**config.mk**
```make
export PLATFORM = sky130hd
export DESIGN_NAME = ltp_timer_top
export DESIGN_NICKNAME = d
export VERILOG_FILES = /design/src/design/ltp_pkg.sv /design/src/design/ltp_sync_edge.sv /design/src/design/ltp_timer_top.sv
export SDC_FILE = /design/constraint.sdc
export NUM_CORES = 1
export LEC_CHECK = 0
export BUFFER_PORTS_ARGS = -buffer_cell sky130_fd_sc_hd__buf_2
export CORE_AREA = 2 2 95 97
export DETAILED_ROUTE_END_ITERATION = 7
export DIE_AREA = 0 0 97 99
export PLACE_DENSITY = 0.89
export SYNTH_ARGS = -nofsm -noshare
export SYNTH_HDL_FRONTEND = slang
export SYNTH_HIERARCHICAL = 1
export SYNTH_SLANG_ARGS = --single-unit
```
**constraint.sdc**
```tcl
create_clock -name sys_clk -period 3.91 [get_ports sys_clk]
set_input_delay 0.391 -clock sys_clk [delete_from_list [all_inputs] [get_ports sys_clk]]
set_output_delay 0.391 -clock sys_clk [all_outputs]
set_load 0.005 [all_outputs]
```
**src/design/ltp_pkg.sv**
```systemverilog
// Constants, field layout and mode encoding for the legacy timer pair
package ltp_pkg;

  // ==========================================================
  // Register offsets on the plain register port
  // ==========================================================
  localparam logic [7:0] ADDR_CTRL    = 8'h88; // timer_control_reg
  localparam logic [7:0] ADDR_MODE    = 8'h89; // timer_mode_reg
  localparam logic [7:0] ADDR_A_LOW   = 8'h8A; // tmr_a_low_byte
  localparam logic [7:0] ADDR_B_LOW   = 8'h8B; // tmr_b_low_byte
  localparam logic [7:0] ADDR_A_HIGH  = 8'h8C; // tmr_a_high_byte
  localparam logic [7:0] ADDR_B_HIGH  = 8'h8D; // tmr_b_high_byte
  localparam logic [7:0] ADDR_CLKCTL  = 8'h8E; // clock_control_reg
  localparam logic [7:0] ADDR_IRQ_EN  = 8'hA8; // interrupt_enable_reg

  // ==========================================================
  // Reset values
  // ==========================================================
  localparam logic [7:0] RST_BYTE     = 8'h00; // Every register clears
  localparam logic [5:0] RST_PRESC    = 6'h00; // Prescale counter start

  // ==========================================================
  // Field positions
  // ==========================================================
  localparam int CTRL_B_FLAG  = 7;  // tmr_b_overflow_flag
  localparam int CTRL_B_RUN   = 6;  // tmr_b_run
  localparam int CTRL_A_FLAG  = 5;  // tmr_a_overflow_flag
  localparam int CTRL_A_RUN   = 4;  // tmr_a_run
  localparam int MODE_B_GATE  = 7;  // tmr_b_gating_on
  localparam int MODE_B_CSEL  = 6;  // tmr_b_count_select
  localparam int MODE_B_LSB   = 4;  // Timer B mode field, bits 5:4
  localparam int MODE_A_GATE  = 3;  // tmr_a_gating_on
  localparam int MODE_A_CSEL  = 2;  // tmr_a_count_select
  localparam int MODE_A_LSB   = 0;  // Timer A mode field, bits 1:0
  localparam int CLK_B_SEL    = 4;  // tmr_b_clock_select
  localparam int CLK_A_SEL    = 3;  // tmr_a_clock_select
  localparam int CLK_SCA_LSB  = 0;  // prescale_field, bits 1:0
  localparam int IE_A_BIT     = 1;  // tmr_a_irq_enable
  localparam int IE_B_BIT     = 3;  // tmr_b_irq_enable

  // Writable masks; other bits read as zero
  localparam logic [7:0] CTRL_MASK    = 8'hF0;
  localparam logic [7:0] CLKCTL_MASK  = 8'h1B;
  localparam logic [7:0] IRQ_EN_MASK  = 8'h0A;

  // ==========================================================
  // Prescale divisors
  // ==========================================================
  localparam logic [5:0] DIV_BY_12    = 6'h0C;
  localparam logic [5:0] DIV_BY_4     = 6'h04;
  localparam logic [5:0] DIV_BY_48    = 6'h30;
  localparam logic [5:0] DIV_EXT_8    = 6'h08;

  // Prescale selections
  typedef enum logic [1:0] {
    SCA_DIV12 = 2'h0,
    SCA_DIV4  = 2'h1,
    SCA_DIV48 = 2'h2,
    SCA_EXT8  = 2'h3
  } ltp_sca_t;

  // Counting modes of one timer
  typedef enum logic [1:0] {
    MODE_13BIT = 2'h0,
    MODE_16BIT = 2'h1,
    MODE_8RELD = 2'h2,
    MODE_SPLIT = 2'h3
  } ltp_mode_t;

endpackage

```
**src/design/ltp_sync_edge.sv**
```systemverilog
// Two-flop synchroniser with level and edge outputs for one pin
`timescale 1ns/100ps

module ltp_sync_edge #(
  parameter logic IDLE_LVL = 1'b1 // Level assumed before first sample
) (
  // Clock and reset
  input  wire logic sys_clk,
  input  wire logic nrst,
  // Pin side
  input  wire logic pin_in,
  // Synchronised results
  output logic      lvl_out,
  output logic      fall_out,
  output logic      rise_out
);

  // ==========================================================
  // Sample chain
  // ==========================================================
  logic meta_reg;  // First stage, read only by second
  logic sync_reg;  // Settled level
  logic prev_reg;  // Level one cycle earlier

  // Shift the pin through three flops
  always_ff @(posedge sys_clk) begin
    if (!nrst) begin
      meta_reg <= IDLE_LVL;
      sync_reg <= IDLE_LVL;
      prev_reg <= IDLE_LVL;
    end else begin
      meta_reg <= pin_in;
      sync_reg <= meta_reg;
      prev_reg <= sync_reg;
    end
  end

  // Edges compare settled samples only
  assign lvl_out  = sync_reg;
  assign fall_out = prev_reg & ~sync_reg;
  assign rise_out = ~prev_reg & sync_reg;

endmodule

```
**src/design/ltp_timer_top.sv**
```systemverilog
// Legacy timer pair: two counter/timers with prescaler and gating
//
// Local design decisions: the address-and-strobe port and the register addresses.
`timescale 1ns/100ps

// Contract
// [RL1] Each timer is 16 bits, two bytes
// [RL2] Four modes; split mode on timer A
// [RL3] Five clock sources via select and prescale
// [RL4] Counter function counts event pin falls
// [RL5] Count events up to quarter clock rate
// [RL6] Source holds each level two cycles
// [RL7] 13-bit: high byte plus low five
// [RL8] Software ignores low byte top bits
// [RL9] 13-bit wrap sets flag, may interrupt
// [RL10] Count select picks pin or clock
// [RL11] Clock select picks system or prescaled
// [RL12] Run and gate decide counting
// [RL13] Setting run keeps the count
// [RL14] Software loads count before enabling
// [RL15] Timer B mirrors timer A
// [RL16] Interrupt forwarded only when enabled
// [RL17] Hardware sets flag; clear by write/ack
// [RL18] Prescale: /12, /4, /48, ext/8
// [RL19] Mode field encoding per timer
// [RL20] Event pin synchronised, fall pulses
// [RL21] Gate pin synchronised before use
module ltp_timer_top (
  // Clock and reset
  input  wire logic       sys_clk,
  input  wire logic       nrst,
  // Register port
  input  wire logic [7:0] reg_addr,
  input  wire logic [7:0] reg_wdata,
  input  wire logic       reg_wr,
  input  wire logic       reg_rd,
  output logic      [7:0] reg_rdata,
  // Event, gate and external clock pins
  input  wire logic       tmr_a_event_pin,
  input  wire logic       tmr_b_event_pin,
  input  wire logic       tmr_a_gate_input_n,
  input  wire logic       tmr_b_gate_input_n,
  input  wire logic       ext_clk_in,
  // Interrupt vectoring
  input  wire logic       tmr_a_irq_ack,
  input  wire logic       tmr_b_irq_ack,
  output logic            tmr_a_irq,
  output logic            tmr_b_irq
);

  // ==========================================================
  // One counting step: {overflow, high, low}
  // ==========================================================
  function automatic logic [16:0] ltp_step(input ltp_pkg::ltp_mode_t mode,
                                           input logic [7:0] hi,
                                           input logic [7:0] lo);
    logic [13:0] s13;
    logic [16:0] s16;
    logic [8:0]  s8;
    begin
      s13 = {1'b0, hi, lo[4:0]} + 14'h0001;
      s16 = {1'b0, hi, lo} + 17'h00001;
      s8  = {1'b0, lo} + 9'h001;
      ltp_step = {1'b0, hi, lo};
      unique case (mode)
        // 13-bit: top low bits are left alone
        ltp_pkg::MODE_13BIT: ltp_step = {s13[13], s13[12:5], lo[7:5], s13[4:0]};
        ltp_pkg::MODE_16BIT: ltp_step = s16;
        // Reload low byte from high on wrap
        ltp_pkg::MODE_8RELD: ltp_step = {s8[8], hi, (s8[8] ? hi : s8[7:0])};
        // Split: low byte alone, high counted elsewhere
        ltp_pkg::MODE_SPLIT: ltp_step = {s8[8], hi, s8[7:0]};
      endcase
    end
  endfunction

  // ==========================================================
  // Registers
  // ==========================================================
  logic [7:0] ctrl_reg;    // timer_control_reg run bits
  logic [7:0] mode_reg;    // timer_mode_reg
  logic [7:0] clkctl_reg;  // clock_control_reg
  logic [7:0] irq_en_reg;  // interrupt_enable_reg
  logic [7:0] a_low_reg;   // tmr_a_low_byte
  logic [7:0] a_high_reg;  // tmr_a_high_byte
  logic [7:0] b_low_reg;   // tmr_b_low_byte
  logic [7:0] b_high_reg;  // tmr_b_high_byte
  logic       a_flag_reg;  // tmr_a_overflow_flag
  logic       b_flag_reg;  // tmr_b_overflow_flag
  logic [5:0] presc_reg;   // Prescale divider count
  logic [7:0] rdata_reg;   // Read answer

  // ==========================================================
  // Decoded fields
  // ==========================================================
  ltp_pkg::ltp_mode_t mode_a;      // Timer A mode
  ltp_pkg::ltp_mode_t mode_b;      // Timer B mode
  ltp_pkg::ltp_sca_t  sca;         // Prescale selection
  logic               a_split;     // Timer A in split mode

  // RL19 mode field decode
  assign mode_a  = ltp_pkg::ltp_mode_t'(mode_reg[ltp_pkg::MODE_A_LSB +: 2]);
  assign mode_b  = ltp_pkg::ltp_mode_t'(mode_reg[ltp_pkg::MODE_B_LSB +: 2]);
  assign sca     = ltp_pkg::ltp_sca_t'(clkctl_reg[ltp_pkg::CLK_SCA_LSB +: 2]);
  assign a_split = (mode_a == ltp_pkg::MODE_SPLIT);

  // Write strobes per register
  logic wr_ctrl, wr_mode, wr_clk, wr_ie, wr_al, wr_ah, wr_bl, wr_bh;
  assign wr_ctrl = reg_wr & (reg_addr == ltp_pkg::ADDR_CTRL);
  assign wr_mode = reg_wr & (reg_addr == ltp_pkg::ADDR_MODE);
  assign wr_clk  = reg_wr & (reg_addr == ltp_pkg::ADDR_CLKCTL);
  assign wr_ie   = reg_wr & (reg_addr == ltp_pkg::ADDR_IRQ_EN);
  assign wr_al   = reg_wr & (reg_addr == ltp_pkg::ADDR_A_LOW);
  assign wr_ah   = reg_wr & (reg_addr == ltp_pkg::ADDR_A_HIGH);
  assign wr_bl   = reg_wr & (reg_addr == ltp_pkg::ADDR_B_LOW);
  assign wr_bh   = reg_wr & (reg_addr == ltp_pkg::ADDR_B_HIGH);

  // ==========================================================
  // Pin synchronisers
  // ==========================================================
  logic ev_a_fall, ev_b_fall;    // One-cycle event pulses
  logic gate_a_lvl, gate_b_lvl;  // Settled gate levels
  logic ext_rise;                // External clock edge

  // RL20 event pins: sync then fall pulse
  ltp_sync_edge #(.IDLE_LVL(1'b1)) u_ev_a (
    .sys_clk (sys_clk), .nrst (nrst), .pin_in (tmr_a_event_pin),
    .lvl_out (), .fall_out (ev_a_fall), .rise_out ()
  );
  ltp_sync_edge #(.IDLE_LVL(1'b1)) u_ev_b (
    .sys_clk (sys_clk), .nrst (nrst), .pin_in (tmr_b_event_pin),
    .lvl_out (), .fall_out (ev_b_fall), .rise_out ()
  );
  // RL21 gate pins synchronised before use
  ltp_sync_edge #(.IDLE_LVL(1'b0)) u_gate_a (
    .sys_clk (sys_clk), .nrst (nrst), .pin_in (tmr_a_gate_input_n),
    .lvl_out (gate_a_lvl), .fall_out (), .rise_out ()
  );
  ltp_sync_edge #(.IDLE_LVL(1'b0)) u_gate_b (
    .sys_clk (sys_clk), .nrst (nrst), .pin_in (tmr_b_gate_input_n),
    .lvl_out (gate_b_lvl), .fall_out (), .rise_out ()
  );
  // External clock sampled like any other pin
  ltp_sync_edge #(.IDLE_LVL(1'b0)) u_ext (
    .sys_clk (sys_clk), .nrst (nrst), .pin_in (ext_clk_in),
    .lvl_out (), .fall_out (), .rise_out (ext_rise)
  );

  // ==========================================================
  // Prescaler
  // ==========================================================
  logic [5:0] presc_last;  // Terminal count for this division
  logic       presc_adv;   // Counter advances this cycle
  logic       presc_tick;  // Prescaled clock pulse

  // RL18 divisor chosen by prescale field
  always_comb begin
    unique case (sca)
      ltp_pkg::SCA_DIV12: presc_last = ltp_pkg::DIV_BY_12 - 6'h01;
      ltp_pkg::SCA_DIV4:  presc_last = ltp_pkg::DIV_BY_4 - 6'h01;
      ltp_pkg::SCA_DIV48: presc_last = ltp_pkg::DIV_BY_48 - 6'h01;
      ltp_pkg::SCA_EXT8:  presc_last = ltp_pkg::DIV_EXT_8 - 6'h01;
    endcase
  end
  assign presc_adv  = (sca != ltp_pkg::SCA_EXT8) | ext_rise;
  // Beyond-limit count after a field change wraps on its next advance
  assign presc_tick = presc_adv & (presc_reg >= presc_last);

  // Divider runs freely; timers sample its tick
  always_ff @(posedge sys_clk) begin
    if (!nrst) begin
      presc_reg <= ltp_pkg::RST_PRESC;
    end else if (presc_adv) begin
      presc_reg <= presc_tick ? ltp_pkg::RST_PRESC : presc_reg + 6'h01;
    end
  end

  // ==========================================================
  // Count enables
  // ==========================================================
  logic a_tclk, b_tclk, a_tick, b_tick, a_en, b_en;
  logic a_cnt, b_cnt, th_cnt;
  logic [16:0] a_step, b_step;
  logic [8:0]  th_sum;

  // RL3 RL11 system clock or prescaled tick
  assign a_tclk = clkctl_reg[ltp_pkg::CLK_A_SEL] | presc_tick;
  assign b_tclk = clkctl_reg[ltp_pkg::CLK_B_SEL] | presc_tick;
  // RL10 RL4 pin falls or timer clock
  assign a_tick = mode_reg[ltp_pkg::MODE_A_CSEL] ? ev_a_fall : a_tclk;
  // Timer B loses its pin while A is split
  assign b_tick = (mode_reg[ltp_pkg::MODE_B_CSEL] & ~a_split) ? ev_b_fall : b_tclk;
  // RL12 run and gate qualify counting
  assign a_en = ctrl_reg[ltp_pkg::CTRL_A_RUN] &
                (~mode_reg[ltp_pkg::MODE_A_GATE] | gate_a_lvl);
  // RL15 same qualification for timer B unless A is split, which forces it on
  assign b_en = a_split ? 1'b1 : ctrl_reg[ltp_pkg::CTRL_B_RUN] &
                (~mode_reg[ltp_pkg::MODE_B_GATE] | gate_b_lvl);
  // A write to either byte takes the cycle from counting
  assign a_cnt  = a_en & a_tick & ~(wr_al | wr_ah);
  // RL19 mode value three leaves timer B idle
  assign b_cnt  = b_en & b_tick & (mode_b != ltp_pkg::MODE_SPLIT) & ~(wr_bl | wr_bh);
  // RL2 split high byte runs on B's run bit
  assign th_cnt = a_split & ctrl_reg[ltp_pkg::CTRL_B_RUN] & a_tclk & ~(wr_al | wr_ah);
  assign a_step = ltp_step(mode_a, a_high_reg, a_low_reg);
  assign b_step = ltp_step(mode_b, b_high_reg, b_low_reg);
  assign th_sum = {1'b0, a_high_reg} + 9'h001;

  // ==========================================================
  // Timer A count bytes
  // ==========================================================
  // RL1 RL7 RL13 bytes written or stepped, never cleared by run
  always_ff @(posedge sys_clk) begin
    if (!nrst) begin
      a_low_reg  <= ltp_pkg::RST_BYTE;
      a_high_reg <= ltp_pkg::RST_BYTE;
    end else begin
      if (wr_al) begin
        a_low_reg <= reg_wdata;
      end else if (a_cnt) begin
        a_low_reg <= a_step[7:0];
      end
      if (wr_ah) begin
        a_high_reg <= reg_wdata;
      end else if (th_cnt) begin
        a_high_reg <= th_sum[7:0];
      end else if (a_cnt) begin
        a_high_reg <= a_step[15:8];
      end
    end
  end

  // ==========================================================
  // Timer B count bytes
  // ==========================================================
  // RL15 timer B uses its own bytes
  always_ff @(posedge sys_clk) begin
    if (!nrst) begin
      b_low_reg  <= ltp_pkg::RST_BYTE;
      b_high_reg <= ltp_pkg::RST_BYTE;
    end else begin
      if (wr_bl) begin
        b_low_reg <= reg_wdata;
      end else if (b_cnt) begin
        b_low_reg <= b_step[7:0];
      end
      if (wr_bh) begin
        b_high_reg <= reg_wdata;
      end else if (b_cnt) begin
        b_high_reg <= b_step[15:8];
      end
    end
  end

  // ==========================================================
  // Overflow flags
  // ==========================================================
  logic a_set, b_set;
  assign a_set = a_cnt & a_step[16];
  // Timer B cannot flag while A is split; A's high byte does
  assign b_set = (b_cnt & b_step[16] & ~a_split) | (th_cnt & th_sum[8]);

  // RL9 RL17 set wins over write and acknowledge
  always_ff @(posedge sys_clk) begin
    if (!nrst) begin
      a_flag_reg <= 1'b0;
      b_flag_reg <= 1'b0;
    end else begin
      a_flag_reg <= a_set | (wr_ctrl ? reg_wdata[ltp_pkg::CTRL_A_FLAG]
                                     : (a_flag_reg & ~tmr_a_irq_ack));
      b_flag_reg <= b_set | (wr_ctrl ? reg_wdata[ltp_pkg::CTRL_B_FLAG]
                                     : (b_flag_reg & ~tmr_b_irq_ack));
    end
  end

  // RL16 request gated by enable bit
  assign tmr_a_irq = a_flag_reg & irq_en_reg[ltp_pkg::IE_A_BIT];
  assign tmr_b_irq = b_flag_reg & irq_en_reg[ltp_pkg::IE_B_BIT];

  // ==========================================================
  // Configuration registers
  // ==========================================================
  // Control keeps run bits; flags live apart
  always_ff @(posedge sys_clk) begin
    if (!nrst) begin
      ctrl_reg <= ltp_pkg::RST_BYTE;
    end else if (wr_ctrl) begin
      ctrl_reg <= reg_wdata & ltp_pkg::CTRL_MASK;
    end
  end

  // Mode register, all bits writable
  always_ff @(posedge sys_clk) begin
    if (!nrst) begin
      mode_reg <= ltp_pkg::RST_BYTE;
    end else if (wr_mode) begin
      mode_reg <= reg_wdata;
    end
  end

  // Clock control and interrupt enable
  always_ff @(posedge sys_clk) begin
    if (!nrst) begin
      clkctl_reg <= ltp_pkg::RST_BYTE;
      irq_en_reg <= ltp_pkg::RST_BYTE;
    end else begin
      if (wr_clk) begin
        clkctl_reg <= reg_wdata & ltp_pkg::CLKCTL_MASK;
      end
      if (wr_ie) begin
        irq_en_reg <= reg_wdata & ltp_pkg::IRQ_EN_MASK;
      end
    end
  end

  // ==========================================================
  // Read port
  // ==========================================================
  logic [7:0] ctrl_view;
  always_comb begin
    ctrl_view = ctrl_reg;
    ctrl_view[ltp_pkg::CTRL_A_FLAG] = a_flag_reg;
    ctrl_view[ltp_pkg::CTRL_B_FLAG] = b_flag_reg;
  end

  // Answer one cycle after the strobe; unmapped reads zero
  always_ff @(posedge sys_clk) begin
    if (!nrst) begin
      rdata_reg <= ltp_pkg::RST_BYTE;
    end else if (reg_rd) begin
      unique case (reg_addr)
        ltp_pkg::ADDR_CTRL:   rdata_reg <= ctrl_view;
        ltp_pkg::ADDR_MODE:   rdata_reg <= mode_reg;
        ltp_pkg::ADDR_CLKCTL: rdata_reg <= clkctl_reg;
        ltp_pkg::ADDR_IRQ_EN: rdata_reg <= irq_en_reg;
        ltp_pkg::ADDR_A_LOW:  rdata_reg <= a_low_reg;
        ltp_pkg::ADDR_A_HIGH: rdata_reg <= a_high_reg;
        ltp_pkg::ADDR_B_LOW:  rdata_reg <= b_low_reg;
        ltp_pkg::ADDR_B_HIGH: rdata_reg <= b_high_reg;
        default:              rdata_reg <= ltp_pkg::RST_BYTE;
      endcase
    end else begin
      rdata_reg <= ltp_pkg::RST_BYTE;
    end
  end
  assign reg_rdata = rdata_reg;
endmodule

```
# --- Yosys cells after proc, flatten, opt, wreduce, memory -nomap -nowiden ---
# Index checks and enable logic that the tools add are counted.
totals:
  reg_bits: 78
  input_bits: 27
  wordCells: 145
  out_inout_bits: 10
op_classes:
  n_eq_ne: 25
  bitwise: 51
  add_sub_neg: 8
  n_reduce_logical: 12
  mux: 21
  n_lt_le_gt_ge: 1
op_table:
  columns: ["cell", "count"]
  rows:
  - ["case mux 17 bit (4 select lines)", 2]
  - ["two-way mux 8 bit", 11]
  - ["equality test 8 bit, second input constant", 8]
  - ["case mux 8 bit (8 select lines)", 1]
  - ["adder 16 x 1 -> 17 bit, second input constant", 2]
  - ["AND 1 bit", 31]
  - ["adder 13 x 1 -> 14 bit, second input constant", 2]
  - ["adder 8 x 1 -> 9 bit, second input constant", 3]
  - ["case mux 6 bit (4 select lines)", 1]
  - ["equality test 2 bit, second input constant", 6]
  - ["!= test 2 bit, second input constant", 6]
  - ["inverter 1 bit", 10]
  - ["OR 1 bit", 10]
  - ["adder 6 x 1 -> 6 bit, second input constant", 1]
  - ["equality test 2 x 1 -> 1 bit, second input constant", 3]
  - ["greater-or-equal comparator 6 bit", 1]
  - ["logical NOT 2 bit", 3]
  - ["two-way mux 6 bit", 1]
  - ["AND reduction 2 bit", 3]
  - ["AND reduction 3 bit", 2]
  - ["nonzero test 2 bit", 3]
  - ["two-way mux 1 bit", 5]
  - ["!= test 3 x 1 -> 1 bit, second input constant", 1]
  - ["!= test 3 bit, second input constant", 1]
  - ["nonzero test 3 bit", 1]

# --- Depth between registers and ports, before layout ---
logic_depth:
  word_depth: 13
  depth_mapped: 9
  ltp_nobuf: 8

# --- Modules after synthesis ---
# The synthesis kept the hierarchy.
by_module_without_submodules:
  columns: ["module", "seq_area_each_um2", "cells_each", "area_each_um2", "n_inst"]
  rows:
  - ["ltp_timer_top", 1281.2, 551, 4593.2, 1]
  - ["ltp_sync_edge", 60.1, 8, 91.3, 5]

# --- Least setup slack after synthesis ---
# No wires, ideal clock.
synth_path:
  path_type: "reg-to-reg"
  startpoint: "register clkctl_reg[0]"
  endpoint: "register a_high_reg[4]"
  slack_ns: 1.618
  n_path_buf: 1
  t_required_ns: 3.791
  path_stages_with_launch: 9
  t_arrival_ns: 2.174
  setup_ns: 0.119
  period_less_slack_ns: 2.292
  cell_sequence: "dfxtp_1 clkbuf_1 ha_1 a211o_1 o211ai_2 nand3_2 a31oi_2 nand2_1 o221a_2"
synth_between:
  elab_chain_cells: 10
  word_cells_on_any_way: 21
  classes_between: "1 x order compare; 6 x eq/ne; 4 x mux; 7 x bitwise; 3 x reduce/logical"
synth_rtl:
  columns: ["item", "line", "text"]
  rows:
  - ["start: declaration", "ltp_timer_top.sv:82", "logic [7:0] clkctl_reg;"]
  - ["start signal: assignment", "ltp_timer_top.sv:304", "clkctl_reg <= ltp_pkg::RST_BYTE;"]
  - ["start signal: assignment", "ltp_timer_top.sv:308", "clkctl_reg <= reg_wdata & ltp_pkg::CLKCTL_MASK;"]
  - ["equality test 2 bit, or another cell as far along", "ltp_timer_top.sv:158", "unique case (sca)"]
  - ["case mux 6 bit (4 select lines)", "ltp_timer_top.sv:158", null]
  - ["greater-or-equal comparator 6 bit", "ltp_timer_top.sv:167", "assign presc_tick = presc_adv & (presc_reg >= presc_last);"]
  - ["AND 1 bit (*)", "ltp_timer_top.sv:167", null]
  - ["OR 1 bit (*)", "ltp_timer_top.sv:187", "assign a_tclk = clkctl_reg[ltp_pkg::CLK_A_SEL] | presc_tick;"]
  - ["two-way mux 1 bit", "ltp_timer_top.sv:190", "assign a_tick = mode_reg[ltp_pkg::MODE_A_CSEL] ? ev_a_fall : a_tclk;"]
  - ["AND 1 bit (2 in a row)", "ltp_timer_top.sv:200", "assign a_cnt = a_en & a_tick & ~(wr_al | wr_ah);"]
  - ["nonzero test 3 bit (no source line)", null, null]
  - ["AND reduction 3 bit (no source line)", null, null]
  - ["end signal: assignment", "ltp_timer_top.sv:216", "a_high_reg <= ltp_pkg::RST_BYTE;"]
  - ["end signal: assignment", "ltp_timer_top.sv:224", "a_high_reg <= reg_wdata;"]
  - ["end signal: assignment", "ltp_timer_top.sv:226", "a_high_reg <= th_sum[7:0];"]
  - ["end: declaration", "ltp_timer_top.sv:85", "logic [7:0] a_high_reg;"]
# Every way passes the cells marked *; elsewhere a longest branch is shown, timed or not. The select of a mux whose other input is x is not followed.
# A chain may end at the register's enable or synchronous reset.

# --- Final worst setup path ---
layout_path:
  startpoint: "register clkctl_reg[1]"
  endpoint: "register b_high_reg[2]"
layout_between:
  elab_chain_cells: 11
  word_cells_on_any_way: 16
  classes_between: "1 x order compare; 4 x eq/ne; 2 x mux; 6 x bitwise; 3 x reduce/logical"
layout_rtl:
  columns: ["item", "line", "text"]
  rows:
  - ["equality test 2 bit, or another cell as far along", "ltp_timer_top.sv:158", null]
  - ["case mux 6 bit (4 select lines)", "ltp_timer_top.sv:158", null]
  - ["greater-or-equal comparator 6 bit", "ltp_timer_top.sv:167", null]
  - ["AND 1 bit (*)", "ltp_timer_top.sv:167", null]
  - ["OR 1 bit (*)", "ltp_timer_top.sv:188", "assign b_tclk = clkctl_reg[ltp_pkg::CLK_B_SEL] | presc_tick;"]
  - ["two-way mux 1 bit (*)", "ltp_timer_top.sv:192", "assign b_tick = (mode_reg[ltp_pkg::MODE_B_CSEL] & ~a_split) ? ev_b_fall : b_tclk;"]
  - ["AND 1 bit (*) (3 in a row)", "ltp_timer_top.sv:202", "assign b_cnt = b_en & b_tick & (mode_b != ltp_pkg::MODE_SPLIT) & ~(wr_bl | wr_bh);"]
  - ["nonzero test 2 bit (no source line) (*)", null, null]
  - ["AND reduction 3 bit (no source line) (*)", null, null]
  - ["end signal: assignment", "ltp_timer_top.sv:240", "b_high_reg <= ltp_pkg::RST_BYTE;"]
  - ["end signal: assignment", "ltp_timer_top.sv:248", "b_high_reg <= reg_wdata;"]
  - ["end signal: assignment", "ltp_timer_top.sv:250", "b_high_reg <= b_step[15:8];"]
  - ["end: declaration", "ltp_timer_top.sv:87", "logic [7:0] b_high_reg;"]
# Marked as above.

==> impl_metrics.yaml <==
clocking:
  cts_root_buffer: "clkbuf_8"
  htreeDepth: 3
  cts_inserted_buffers: 9
  clock_latency_ps: 370
  clk_pin_slew_ps: 80
  hold_buffers: 0
  numClockSinks: 77
  ctsLongestPathBuffers: 2
  cts_tree: "yes"
  cts-resized-gates: 0
  post_cts_buffers: 0
power:
  vdd.ir_drop.worst_v: 0.000220
  clockPowerShare: 0.447
  swShare: 0.239
  internal_power_mw: 1.26
  p_switching_mw: 0.395
  leakage_nw: 1.95
  power.density_mw_per_mm2: 310
  finalPower_mw: 1.65
  power_frac_seq: 0.488
  power_frac_comb: 0.065
critical_path:
  worst_ep_required_time_ps: 4180
  worstReg2RegStart: "clkctl_reg[1]$_SDFFE_PN0P_"
  crit_type: "reg2reg"
  cp.arrival_ps: 3050
  rr_worst_depth: 8
  r2r-end: "b_high_reg[2]$_SDFFE_PN0P_"
  startpoint_type: "flip-flop"
  cp_max_fo: 12
  cp-end-kind: "flip-flop"
  reg2reg_slack_ps: 1130
layout:
  area_delta_synth_final_pct: 7.65
  fin_util: 0.624
  drive_gt1_frac: 0.171
  nets: 625
  n_antenna_cell: 0
detailed_routing:
  drtPass1Iterations: 5
  route.vias.total: 4803
  ant_nets: 0
  avgRoutedWirePerCell_um: 20.6
  routed_wl_um: 14500
  drt-initial-drc-count: 584
  drc: 0
  vias_per_cell: 6.82
timing:
  timing.setup.tns_ps: 0
  setup_violations: 0
  slew_headroom: 0.421
  fin_skew_ps: 13.4
  rsz0062_at_grt: "false"
  hold_violations: 0
  worst_pin_slew_ps: 867
  finalMaxSlewViolations: 0
  min_period_over_period: 0.710
  fmax_mhz: 360
  period_needed_ps: 2780
placement:
  port_buffers: 36
  routabilityCongestion: 0.974
  dpl.hpwl_um: 10400
die:
  core_area_mm2: 0.00855
  boundaryPins: 37
  start_util: 0.579
  dieHeight_um: 99
  die_w_um: 97
  dieArea_mm2: 0.00960
  row_count: 34
run:
  cap_violations: 0
hold_path:
  whs_endpoint: "u_ev_a/meta_reg$_SDFF_PN1_"
  hp-class: "in2reg"
  hp-start: "tmr_a_event_pin"
  min_path_cells: 2
global_route:
  grt_usage: 0.309
  grt_max_degree: 42
  first_global_vias: 4506
  grt_pass1_wl_um: 23600
  globalRouteOverflowTotal: 0
  antenna_found_initial: 0
synth:
  synth_warnings: 6
  syn_area_mm2: 0.00495
  syn_avg_cell_area_um2: 8.54
  synth_nets: 614
  syn-instance-count: 580
outcome:
  outcome: "completed"
## worst max-delay path: stages, from the launching register on
cell,delay [ps]
dfxtp_1,450
inv_1,80
ha_1,270
and3_1,170
o211ai_2,200
a211oi_4,670
nand2_2,240
o311a_1,410
o21a_1,180
## stage by stage
| step | setup WS [ps] | hold slack, ps | instance area (µm²) | cells |
|---|---|---|---|---|
| after CTS | 1180 | 199 | 5330 | 704 |
| after global placement | 1250 | 393 | 5090 | 688 |
| after floorplan | 1620 | 386 | 4950 | 580 |
| after detailed placement | 1170 | 399 | 5090 | 688 |
| after global routing | 974 | 193 | 5330 | 704 |
| final | 1130 | 205 | 5330 | 704 |
## power by group through the flow
stage / logic, mW / registers (mW) / clock network, mW
2_1_floorplan: 0.0708 / 0.817 / 0
3_3_place_gp: 0.102 / 0.824 / 0
3_5_place_dp: 0.104 / 0.824 / 0
4_1_cts: 0.105 / 0.806 / 0.741
5_1_grt: 0.115 / 0.808 / 0.770
6_report: 0.108 / 0.806 / 0.739
## routing by layer
metal  GRT usage  vias up  share of wire
met4       0.113        0          0.036
met1       0.410     2233           0.40
li1            -     2199              -
met2       0.485      322           0.45
met3      0.0837       49           0.11
met5           0        -              0
## worst max-delay path by stage
stage	endpoint	from	slack, ps	cells past startpoint
after global placement	a_high_reg[1]$_SDFFE_PN0P_	reg_addr[0]	1250	7
after floorplan	a_high_reg[4]$_SDFFE_PN0P_	clkctl_reg[0]$_SDFFE_PN0P_	1620	8
final	b_high_reg[2]$_SDFFE_PN0P_	clkctl_reg[1]$_SDFFE_PN0P_	1130	8
after CTS	b_low_reg[5]$_SDFFE_PN0P_	clkctl_reg[1]$_SDFFE_PN0P_	1180	8
after global routing	b_high_reg[2]$_SDFFE_PN0P_	clkctl_reg[1]$_SDFFE_PN0P_	970	8
after detailed placement	a_high_reg[1]$_SDFFE_PN0P_	reg_addr[0]	1170	7
## cells in the final DEF (no fill, tap or decap), drive strengths merged, types with 5 or more instances in the layout
| cell type | instances |
|---|---|
| o221ai | 5 |
| a221oi | 5 |
| o21ai | 31 |
| and2 | 14 |
| xnor2 | 5 |
| buf | 37 |
| nand2 | 55 |
| dfxtp | 77 |
| and3 | 7 |
| nand3 | 19 |
| o22ai | 8 |
| inv | 16 |
| ha | 7 |
| o21a | 7 |
| nor2b | 19 |
| o211ai | 6 |
| mux2 | 10 |
| a21oi | 28 |
| nor4 | 5 |
| clkbuf | 10 |
| nand2b | 15 |
| a31oi | 15 |
| nand4 | 9 |
| nor2 | 42 |
| a22oi | 7 |
| nor3 | 16 |
| mux2i | 27 |
| xor2 | 7 |
## final cells by class
type | count | area [µm²]
Clock buffer | 10 | 128
Clock inverter | 6 | 111
Multi-Input combinational cell | 450 | 3170
Fill cell | 716 | 3220
Timing Repair Buffer | 37 | 188
Tap cell | 108 | 135
Sequential cell | 77 | 1540
Inverter | 16 | 60.1
(Power assumes the default switching activity.)
